File: src/include/adc_seq_pkg.sv
// Purpose: shared constants and types for the two-pass converter sequencer
// Assumes: one 20 MHz clock, single converter board controller per instance
// Notes:   pass timing counts are in clock cycles at 50 ns
package adc_seq_pkg;
    localparam int unsigned CLK_PERIOD_NS   = 50;
    // conversion time of the converter ic per pass, least value
    localparam int unsigned PASS_TIME_NS    = 1000;
    localparam int unsigned PASS_CYCLES     = (PASS_TIME_NS + CLK_PERIOD_NS - 1) / CLK_PERIOD_NS;
    // reset-reference dwell between the passes, least value
    localparam int unsigned CLEAR_TIME_NS   = 500;
    localparam int unsigned CLEAR_CYCLES    = (CLEAR_TIME_NS + CLK_PERIOD_NS - 1) / CLK_PERIOD_NS;
    localparam int unsigned RESULT_BITS     = 13;
    localparam int unsigned CNT_W           = 8;
    localparam int unsigned BIT_CNT_W       = 4;

    // gray-coded along first, clear, second, send
    typedef enum logic [2:0] {
        ST_IDLE   = 3'b000,
        ST_FIRST  = 3'b001,
        ST_CLEAR1 = 3'b011,
        ST_SECOND = 3'b010,
        ST_CLEAR2 = 3'b110,
        ST_WAITRQ = 3'b111,
        ST_SEND   = 3'b101
    } seq_state_t;
endpackage

File: src/hdl/adc_sequencer.sv
// Purpose: two-pass subranging conversion sequencer with master/slave election
// Assumes: peer, trigger and filter signals are asynchronous pins
// Notes:   both pass words come in on the one pass_word port; dither left to caller
//
// Overview of operation
// - flag missed sample if request arrives while holding
// - only one controller sequences at a time
// - channel-two board sequences both when present
// - master sends finish and switch select to slave
// - channel-one board is master when alone
// - role line inverts pulled-up input, low means master
// - role line enables shared-signal buffers on master only
// - master drives clear and switch select jointly
// - slave uses received switch select as timing
// - local convert starts converter; master's starts both
// - master drives track-and-hold to both boards
// - select high first pass; low/clear high reference
// - request holds; controller releases when digitized
// - reset reference routed between the passes
// - result sent serially only after filter request
`timescale 1ns/1ps
`default_nettype none
module adc_sequencer #(
    parameter int unsigned PASS_CNT  = adc_seq_pkg::PASS_CYCLES,
    parameter int unsigned CLEAR_CNT = adc_seq_pkg::CLEAR_CYCLES
) (
    input  wire logic                                clk,
    input  wire logic                                rst_b,
    input  wire logic                                convert_request,
    input  wire logic                                role_line_in,
    input  wire logic                                peer_done_in,
    input  wire logic                                peer_pass_select_in,
    input  wire logic                                filter_data_request_n,
    input  wire logic                                serial_config_data,
    input  wire logic [7:0]                          pass_word,
    output logic                                     role_line_out,
    output logic                                     shared_drive_oe_n,
    output logic                                     sample_hold_ctrl,
    output logic                                     pass_select,
    output logic                                     converter_clear_select,
    output logic                                     local_convert_cmd,
    output logic                                     done_out,
    output logic                                     missed_sample_flag,
    output logic                                     result_data,
    output logic                                     result_valid,
    output logic                                     config_bit
);
    import adc_seq_pkg::*;

    logic                        req_s;
    logic                        req_d_reg;
    logic                        role_s;
    logic                        pdone_s;
    logic                        psel_s;
    logic                        psel_d_reg;
    logic                        dreq_n_s;
    logic                        cfg_s;
    logic                        is_master;
    logic                        req_rise;
    logic                        go_second;
    seq_state_t                  state_reg;
    logic [CNT_W-1:0]            cnt_reg;
    logic [RESULT_BITS-1:0]      result_reg;
    logic [BIT_CNT_W-1:0]        bit_reg;

    // every single-bit control pin passes two flip-flops before use; pass_word is used directly
    adc_sync2 u_sync_req  (.clk(clk), .rst_b(rst_b), .async_in(convert_request),
                           .sync_out(req_s));
    adc_sync2 u_sync_role (.clk(clk), .rst_b(rst_b), .async_in(role_line_in),
                           .sync_out(role_s));
    adc_sync2 u_sync_done (.clk(clk), .rst_b(rst_b), .async_in(peer_done_in),
                           .sync_out(pdone_s));
    adc_sync2 u_sync_psel (.clk(clk), .rst_b(rst_b), .async_in(peer_pass_select_in),
                           .sync_out(psel_s));
    adc_sync2 u_sync_dreq (.clk(clk), .rst_b(rst_b), .async_in(filter_data_request_n),
                           .sync_out(dreq_n_s));
    adc_sync2 u_sync_cfg  (.clk(clk), .rst_b(rst_b), .async_in(serial_config_data),
                           .sync_out(cfg_s));

    // pulled-up input used uninverted; a high own line means master
    assign is_master = role_s;
    assign req_rise  = req_s & ~req_d_reg;
    // slave paces its second pass on the master's select falling
    assign go_second = is_master ? (cnt_reg == '0) : (psel_d_reg & ~psel_s);

    // edge history registers
    always_ff @(posedge clk or negedge rst_b) begin
        if (!rst_b) begin
            req_d_reg  <= 1'b0;
            psel_d_reg <= 1'b0;
        end else begin
            req_d_reg  <= req_s;
            psel_d_reg <= psel_s;
        end
    end

    // role and buffer enable outputs; only the master drives shared lines
    always_ff @(posedge clk or negedge rst_b) begin
        if (!rst_b) begin
            role_line_out     <= 1'b1;
            shared_drive_oe_n <= 1'b1;
            config_bit        <= 1'b0;
        end else begin
            role_line_out     <= ~role_s;
            shared_drive_oe_n <= ~is_master;
            config_bit        <= cfg_s;
        end
    end

    // missed sample: request while still holding; held until next request
    always_ff @(posedge clk or negedge rst_b) begin
        if (!rst_b) begin
            missed_sample_flag <= 1'b0;
        end else if (req_rise) begin
            missed_sample_flag <= sample_hold_ctrl;
        end
    end

    // sequencing state machine; a request outside idle starts nothing and is flagged only while holding
    always_ff @(posedge clk or negedge rst_b) begin
        if (!rst_b) begin
            state_reg <= ST_IDLE;
            cnt_reg   <= '0;
        end else begin
            unique case (state_reg)
                ST_IDLE: begin
                    if (req_rise) begin
                        state_reg <= ST_FIRST;
                        cnt_reg   <= CNT_W'(PASS_CNT);
                    end
                end
                ST_FIRST: begin
                    if (cnt_reg == '0) begin
                        state_reg <= ST_CLEAR1;
                        cnt_reg   <= CNT_W'(CLEAR_CNT);
                    end else begin
                        cnt_reg <= cnt_reg - 1'b1;
                    end
                end
                ST_CLEAR1: begin
                    if (go_second) begin
                        state_reg <= ST_SECOND;
                        cnt_reg   <= CNT_W'(PASS_CNT);
                    end else if (cnt_reg != '0) begin
                        cnt_reg <= cnt_reg - 1'b1;
                    end
                end
                ST_SECOND: begin
                    if (cnt_reg == '0) begin
                        state_reg <= ST_CLEAR2;
                        cnt_reg   <= CNT_W'(CLEAR_CNT);
                    end else begin
                        cnt_reg <= cnt_reg - 1'b1;
                    end
                end
                ST_CLEAR2: begin
                    // slave ends its cycle when the master reports done
                    if (is_master ? (cnt_reg == '0) : pdone_s) begin
                        state_reg <= ST_WAITRQ;
                    end else if (cnt_reg != '0) begin
                        cnt_reg <= cnt_reg - 1'b1;
                    end
                end
                ST_WAITRQ: begin
                    if (!dreq_n_s) begin
                        state_reg <= ST_SEND;
                    end
                end
                ST_SEND: begin
                    if (bit_reg == BIT_CNT_W'(RESULT_BITS - 1)) begin
                        state_reg <= ST_IDLE;
                    end
                end
                default: state_reg <= ST_IDLE;
            endcase
        end
    end

    // process switch and converter controls from the current pass
    always_ff @(posedge clk or negedge rst_b) begin
        if (!rst_b) begin
            sample_hold_ctrl       <= 1'b0;
            pass_select            <= 1'b0;
            converter_clear_select <= 1'b1;
            local_convert_cmd      <= 1'b0;
            done_out               <= 1'b0;
        end else begin
            sample_hold_ctrl       <= (state_reg == ST_FIRST) ||
                                      (state_reg == ST_CLEAR1) ||
                                      (state_reg == ST_SECOND);
            pass_select            <= (state_reg == ST_FIRST);
            converter_clear_select <= (state_reg != ST_SECOND);
            local_convert_cmd      <= is_master &&
                                      ((state_reg == ST_FIRST) || (state_reg == ST_SECOND)) &&
                                      (cnt_reg == CNT_W'(PASS_CNT));
            done_out               <= is_master && (state_reg == ST_WAITRQ);
        end
    end

    // capture coarse then fine word; fine scaled down by 3 bits
    always_ff @(posedge clk or negedge rst_b) begin
        if (!rst_b) begin
            result_reg <= '0;
        end else if (state_reg == ST_FIRST && cnt_reg == '0) begin
            result_reg <= {pass_word, 5'h00};
        end else if (state_reg == ST_SECOND && cnt_reg == '0) begin
            result_reg <= result_reg + RESULT_BITS'(pass_word[7:3]);
        end else if (state_reg == ST_SEND) begin
            result_reg <= {result_reg[RESULT_BITS-2:0], 1'b0};
        end
    end

    // serial result, msb first, one bit a cycle
    always_ff @(posedge clk or negedge rst_b) begin
        if (!rst_b) begin
            bit_reg      <= '0;
            result_data  <= 1'b0;
            result_valid <= 1'b0;
        end else begin
            result_valid <= (state_reg == ST_SEND);
            result_data  <= result_reg[RESULT_BITS-1];
            bit_reg      <= (state_reg == ST_SEND) ? bit_reg + 1'b1 : '0;
        end
    end

    property p_missed;
        @(posedge clk) disable iff (!rst_b)
        (req_rise && sample_hold_ctrl) |=> missed_sample_flag;
    endproperty
    a_missed: assert property (p_missed) else $error("missed sample not flagged");

    property p_oe;
        @(posedge clk) disable iff (!rst_b)
        shared_drive_oe_n == role_line_out;
    endproperty
    a_oe: assert property (p_oe) else $error("buffer enable wrong for role");

    property p_role;
        @(posedge clk) disable iff (!rst_b)
        ##1 (role_line_out == ~$past(role_s));
    endproperty
    a_role: assert property (p_role) else $error("role line not inverted");

    property p_sel;
        @(posedge clk) disable iff (!rst_b)
        pass_select |-> converter_clear_select;
    endproperty
    a_sel: assert property (p_sel) else $error("first pass without clear high");

    property p_hold;
        @(posedge clk) disable iff (!rst_b)
        (state_reg == ST_IDLE && req_rise) |-> ##2 sample_hold_ctrl;
    endproperty
    a_hold: assert property (p_hold) else $error("request did not hold");

    property p_clear;
        @(posedge clk) disable iff (!rst_b)
        $fell(pass_select) |-> converter_clear_select;
    endproperty
    a_clear: assert property (p_clear) else $error("no reference between passes");

    property p_send;
        @(posedge clk) disable iff (!rst_b)
        $rose(result_valid) |-> $past(!dreq_n_s, 2);
    endproperty
    a_send: assert property (p_send) else $error("sent without filter request");

    property p_start;
        @(posedge clk) disable iff (!rst_b)
        local_convert_cmd |-> $past(is_master);
    endproperty
    a_start: assert property (p_start) else $error("slave issued convert");
endmodule
`default_nettype wire

File: src/hdl/adc_sync2.sv
// Purpose: two flip-flop level synchroniser
// Assumes: input is asynchronous to clk
// Notes:   first stage feeds only the second stage
`timescale 1ns/1ps
`default_nettype none
module adc_sync2 (
    input  wire logic clk,
    input  wire logic rst_b,
    input  wire logic async_in,
    output var  logic sync_out
);
    logic meta_reg;

    // reset value low; pins idle low between conversions, except the filter request and the pulled-up role line, which idle high
    always_ff @(posedge clk or negedge rst_b) begin
        if (!rst_b) begin
            meta_reg <= 1'b0;
            sync_out <= 1'b0;
        end else begin
            meta_reg <= async_in;
            sync_out <= meta_reg;
        end
    end
endmodule
`default_nettype wire

File: config.mk
export PLATFORM = sky130hd
export DESIGN_NAME = adc_sequencer
export DESIGN_NICKNAME = d
export VERILOG_FILES = /design/src/include/adc_seq_pkg.sv /design/src/hdl/adc_sequencer.sv /design/src/hdl/adc_sync2.sv
export SDC_FILE = /design/constraint.sdc
export NUM_CORES = 1
export LEC_CHECK = 0
export BUFFER_PORTS_ARGS = -buffer_cell sky130_fd_sc_hd__clkbuf_2
export CORE_AREA = 2 2 71 73
export DETAILED_ROUTE_END_ITERATION = 12
export DIE_AREA = 0 0 73 75
export GPL_TIMING_DRIVEN = 0
export PLACE_DENSITY = 0.84
export SLEW_MARGIN = 15
export SYNTH_ARGS = -nofsm -noshare
export SYNTH_HDL_FRONTEND = slang
export SYNTH_SLANG_ARGS = --single-unit
export TNS_END_PERCENT = 1
File: constraint.sdc
create_clock -name clk -period 3.6 [get_ports clk]
set_input_delay 0.18 -clock clk [delete_from_list [all_inputs] [get_ports clk]]
set_output_delay 0.18 -clock clk [all_outputs]
set_load 0.01 [all_outputs]
# --- Word level (Yosys, flattened, before mapping) ---
# Cells that the tools add are included.
op_classes:
  n_reduce_logical: 16
  n_bitwise: 5
  eq_ne: 17
  add_sub_neg: 3
  n_mux: 20
op_table:
  columns: ["operator", "n"]
  rows:
  - ["$mux 8", 5]
  - ["$mux 13", 3]
  - ["$pmux 8 s4", 1]
  - ["$mux 3", 7]
  - ["$pmux 3 s7", 1]
  - ["$ne 2x2->1 const B", 8]
  - ["$add 13x5->13", 1]
  - ["$eq 3x3->1 const B", 3]
  - ["$eq 8x5->1 const B", 1]
  - ["$logic_not 8->1", 1]
  - ["$reduce_bool 8->1", 1]
  - ["$sub 8x1->8 const B", 1]
  - ["$reduce_and 7->1", 1]
  - ["$eq 3x2->1 const B", 2]
  - ["$logic_and 1x1->1", 5]
  - ["$add 4x1->4 const B", 1]
  - ["$eq 4x4->1 const B", 1]
  - ["$mux 4", 1]
  - ["$reduce_bool 4->1", 1]
  - ["$eq 3x1->1 const B", 1]
  - ["$logic_not 3->1", 1]
  - ["$logic_or 1x1->1", 3]
  - ["$ne 3x2->1 const B", 1]
  - ["$not 1->1", 3]
  - ["5 further kinds", 7]
totals:
  wordCells: 89
  in_bits: 16
  regBits: 52

# --- Logic depth before layout (Yosys ltp) ---
depth:
  word_depth: 5
  depth_mapped: 10
  ltp_nobuf: 10

# --- Modules after synthesis ---
# Synthesis repeated with hierarchy kept, for this count alone.
unflattened:
  hier_cells: 295
  hier_area_um2: 2887.8
modules_own_cells:
  columns: ["mod", "area_per_inst_um2", "instances", "seq_area_each_um2", "cells_per_inst"]
  rows:
  - ["adc_sequencer", 2587.5, 1, 1003.5, 283]
  - ["adc_sync2", 50.0, 6, 50.0, 2]

# --- Worst setup path before layout ---
# No wires, ideal clock.
synth_timing:
  kind: "reg-to-reg"
  start: "register result_reg[0]"
  end: "register result_reg[6]"
  synth_period_minus_slack_ps: 2117
  path_buffers: 0
  required_ps: 3523
  path_stages_with_launch: 8
  setup_slack_ps: 1483
  arrival_ps: 2039
  cell_sequence: "dfrtp_1 ha_1 fa_1 a21o_1 a221o_1 xnor2_1 a211o_1 a21oi_1"
synth_via:
  elab_chain_cells: 3
synth_lines:
  columns: ["item", "line", "rtl"]
  rows:
  - ["start: declaration", "adc_sequencer.sv:63", "logic [RESULT_BITS-1:0] result_reg;"]
  - ["start signal: assignment", "adc_sequencer.sv:205", "result_reg <= {pass_word, 5'h00};"]
  - ["start signal: assignment", "adc_sequencer.sv:207", "result_reg <= result_reg + RESULT_BITS'(pass_word[7:3]);"]
  - ["start signal: assignment", "adc_sequencer.sv:209", "result_reg <= {result_reg[RESULT_BITS-2:0], 1'b0};"]
  - ["$add 13x5->13", "adc_sequencer.sv:207", null]
  - ["$mux 13", "adc_sequencer.sv:206", "end else if (state_reg == ST_SECOND && cnt_reg == '0) begin"]
  - ["$mux 13", "adc_sequencer.sv:204", "end else if (state_reg == ST_FIRST && cnt_reg == '0) begin"]
# No other way between the ends.
# A chain may end at the register's enable or synchronous reset.

# --- Worst setup path after layout ---
layout_timing:
  start: "register cnt_reg[0]"
  end: "register result_reg[7]"
layout_via:
  elab_chain_cells: 4
  elab_cells_between_ends: 6
  cone_classes: "mux: 2; reduce/logical: 4"
layout_lines:
  columns: ["item", "line", "rtl"]
  rows:
  - ["start: declaration", "adc_sequencer.sv:62", "logic [CNT_W-1:0] cnt_reg;"]
  - ["start signal: assignment", "adc_sequencer.sv:129", "cnt_reg <= CNT_W'(PASS_CNT);"]
  - ["start signal: assignment", "adc_sequencer.sv:135", "cnt_reg <= CNT_W'(CLEAR_CNT);"]
  - ["start signal: assignment", "adc_sequencer.sv:137", "cnt_reg <= cnt_reg - 1'b1;"]
  - ["$logic_not 8->1 (*)", "adc_sequencer.sv:204, adc_sequencer.sv:206", null]
  - ["$logic_and 1x1->1", "adc_sequencer.sv:206", null]
  - ["$mux 13", "adc_sequencer.sv:206", null]
  - ["$mux 13", "adc_sequencer.sv:204", null]
# Mark *: on every way between the ends. The rest lies on a longest branch, timed or not.

==> metrics.cfg <==
[status]
status = finished clean

[route]
vias_per_cell = 6.22
route.detailed.drc = 0
drt-pass1-iter-count = 6
detail-route-antenna-nets = 0
routed_wl_mm = 5.96
drt-initial-drc-count = 291
wl_per_cell_um = 16.1
num_vias = 2307

[setup_path]
crit_required_ns = 3.80
slowest_stage = nor4b_4
startpoint_type = flip-flop
cp_max_fo = 10
critPathMaxStageDelay_ns = 0.48
path_cells = inv_1 > ha_1 > nor4b_4 > and3b_1 > buf_2 > o22ai_1 > a31o_1 > a22o_1
crit_type = reg -> reg
end_kind = flip-flop
crit_arrival_ns = 2.78

[place]
portBuffers = 26
dpl.hpwl_mm = 4.24
place_inst = 356
place_area_um2 = 2900
globalplace.congestion = 0.904

[clocking]
cts_buffer_depth = 2
cts_made_buffers = 5
clk_pin_slew_ns = 0.09
htreeDepth = 2
cts_tree = built
clkSinkCount = 52
cts_root_buf = clkbuf_8
cts_setup_buffers = 0
worstSkewPairLatency_ns = 0.31

[job]
maxCapViolations = 0

[yosys]
yosysTopAreaCell = dfrtp_1
async_flop_share = 1.00
yosys.area.top_type_share = 0.463
synth_area_leaders = dfrtp_1, a21oi_1, ha_1, o21ai_0, nor2_1
ys_warn_count = 0
ys.flop_type = dfrtp_1
yosysUniqueCellTypes = 58
synth-seq-cells = 52
syn-instance-count = 276
netlist_area_um2 = 2700
syn_nets = 303
synth_edf_count = 0
ys_seq_area_frac = 0.483
synth.avg_cell_area_um2 = 9.79

[cells_and_area]
largest_register_ffs = 13
drive_above_1_share = 0.142
final_cells = 371
final_cell_mix = dfrtp_1, a21oi_1, clkbuf_2, nor2_1, o21ai_0
num_antenna_cells = 0
area_delta_synth_final_pct = 14.1
utilization = 0.661
nNetsFinal = 343
mostFrequentLayoutCell = dfrtp_1
nFillCells = 367
final_cell_area_um2 = 3080

[global_routing]
grt_max_degree = 53
antenna_found_initial = 0
grt_use_total = 0.241
grt_overflow = 0
grt_pass1_wl_mm = 10.3
grt_pass1_vias = 2212

[floorplan]
io_pins = 27
dieHeight_um = 75
die_x_um = 73
core-area_um2 = 4660
start_util = 0.580
std_cell_rows = 25
dieArea_um2 = 5480

[sta]
fmax_mhz = 388
period_share = 0.716
rsz0062_at_grt = false
finClkSkew_ns = 0.00659
fin_crit_ns = 2.58
hold_viol = 0
finalSetupViolations = 0
max_slew_margin = 0.485
worst_pin_slew_ns = 0.773
finalSetupTns_ns = 0
slew_viol_final = 0

[pwr]
p_leak_nw = 1.41
peakVddDrop_mv = 0.399
powerDensity_nw_per_um2 = 724

[worst_hold_path]
hold_class = in -> reg

[critical path: cells and delay by family (launching register included)]
kind | cells | cell delay, ns
flip-flops | 1 | 0.39
AND/OR/NAND/NOR | 2 | 0.72
AO/OA/AOI/OAI | 3 | 0.82
adder cells (fa/ha/maj) | 1 | 0.17
buffers and inverters | 2 | 0.37
[worst paths after layout]
path / from / cells after the start / to / slack [ns]
max: cnt_reg[0]$_DFFE_PN0P_ / 8 / result_reg[7]$_DFFE_PN0P_ / 1.02
min: pass_word[7] / 3 / result_reg[12]$_DFFE_PN0P_ / 0.19
max reg2reg: cnt_reg[0]$_DFFE_PN0P_ / 8 / result_reg[7]$_DFFE_PN0P_ / 1.02
min reg2reg: u_sync_role.meta_reg$_DFF_PN0_ / 0 / u_sync_role.sync_out$_DFF_PN0_ / 0.35
max in group asynchronous: rst_b / 2 / result_reg[4]$_DFFE_PN0P_ / 2.68
min in group asynchronous: rst_b / 2 / local_convert_cmd$_DFF_PN0_ / 0.48
[layout make-up]
class	instances	area, um^2	area share
multi-input cells	196	1280	0.416
clock buffers	6	72.6	0.0235
clock inverters	2	38.8	0.0126
repair buffers	33	203	0.0657
well taps	54	67.6	0.0219
plain buffers	11	51.3	0.0166
flip-flops and latches	52	1300	0.423
inverters	17	63.8	0.0207
[cell usage after synthesis (3+ instances only)]
cell       n
clkbuf_1   6
o21ai_0   19
o21a_1     4
nand2_1   16
a21o_1     4
xnor2_1    3
or3_1      4
dfrtp_1   50
a31oi_1    5
nor2b_1    3
nand3_1   10
o22ai_1    6
inv_1     16
and3_1     7
nand4_1    4
xor2_1     4
nor2_1    20
ha_1      10
nor3_1     3
a221oi_1   3
a21oi_1   26
[timing repair]
action / CTS / global route
hold buffers: 7 / 0
hold endpoints to repair: 56 / 0
resized for setup: 0 / 0
[metrics by stage]
step	power, W	hold slack, ns	setup slack (ns)
after floorplan	0.00156	-0.116	1.48
after global placement	0.00176	0.288	1.12
after detailed placement	0.00181	0.290	1.09
after CTS	0.00222	0.184	1.07
after global routing	0.00240	0.198	0.864
final	0.00223	0.186	1.02
[logic make-up (layout without fill, tap and decap cells)]
logic type,Yosys count,in the layout,share of synthesized area
fa+ha+maj,11,11,0.0537
flops,52,52,0.483
mux,2,2,0.00787
xor+xnor,7,7,0.0227
compound gates,92,92,0.221
buf+inv,28,69,0.0426
simple gates,84,84,0.169
[layer usage]
layer  part of all wire  wire, um  vias up  track usage
li1                   -         -     1093            -
met4              0.019       116        0        0.109
met2               0.46      2750       88        0.360
met5                  0         0        -            0
met3              0.060       360       14       0.0415
met1               0.46      2730     1112        0.346
[power by group]
group / leakage (nW) / switching, W / internal [W]
Combinational: 0.727 / 0.000548 / 0.000399
Clock: 0.0558 / 0.000192 / 0.000210
Sequential: 0.627 / 0.000144 / 0.000739
Note: power is estimated with default switching activity, not from simulation.
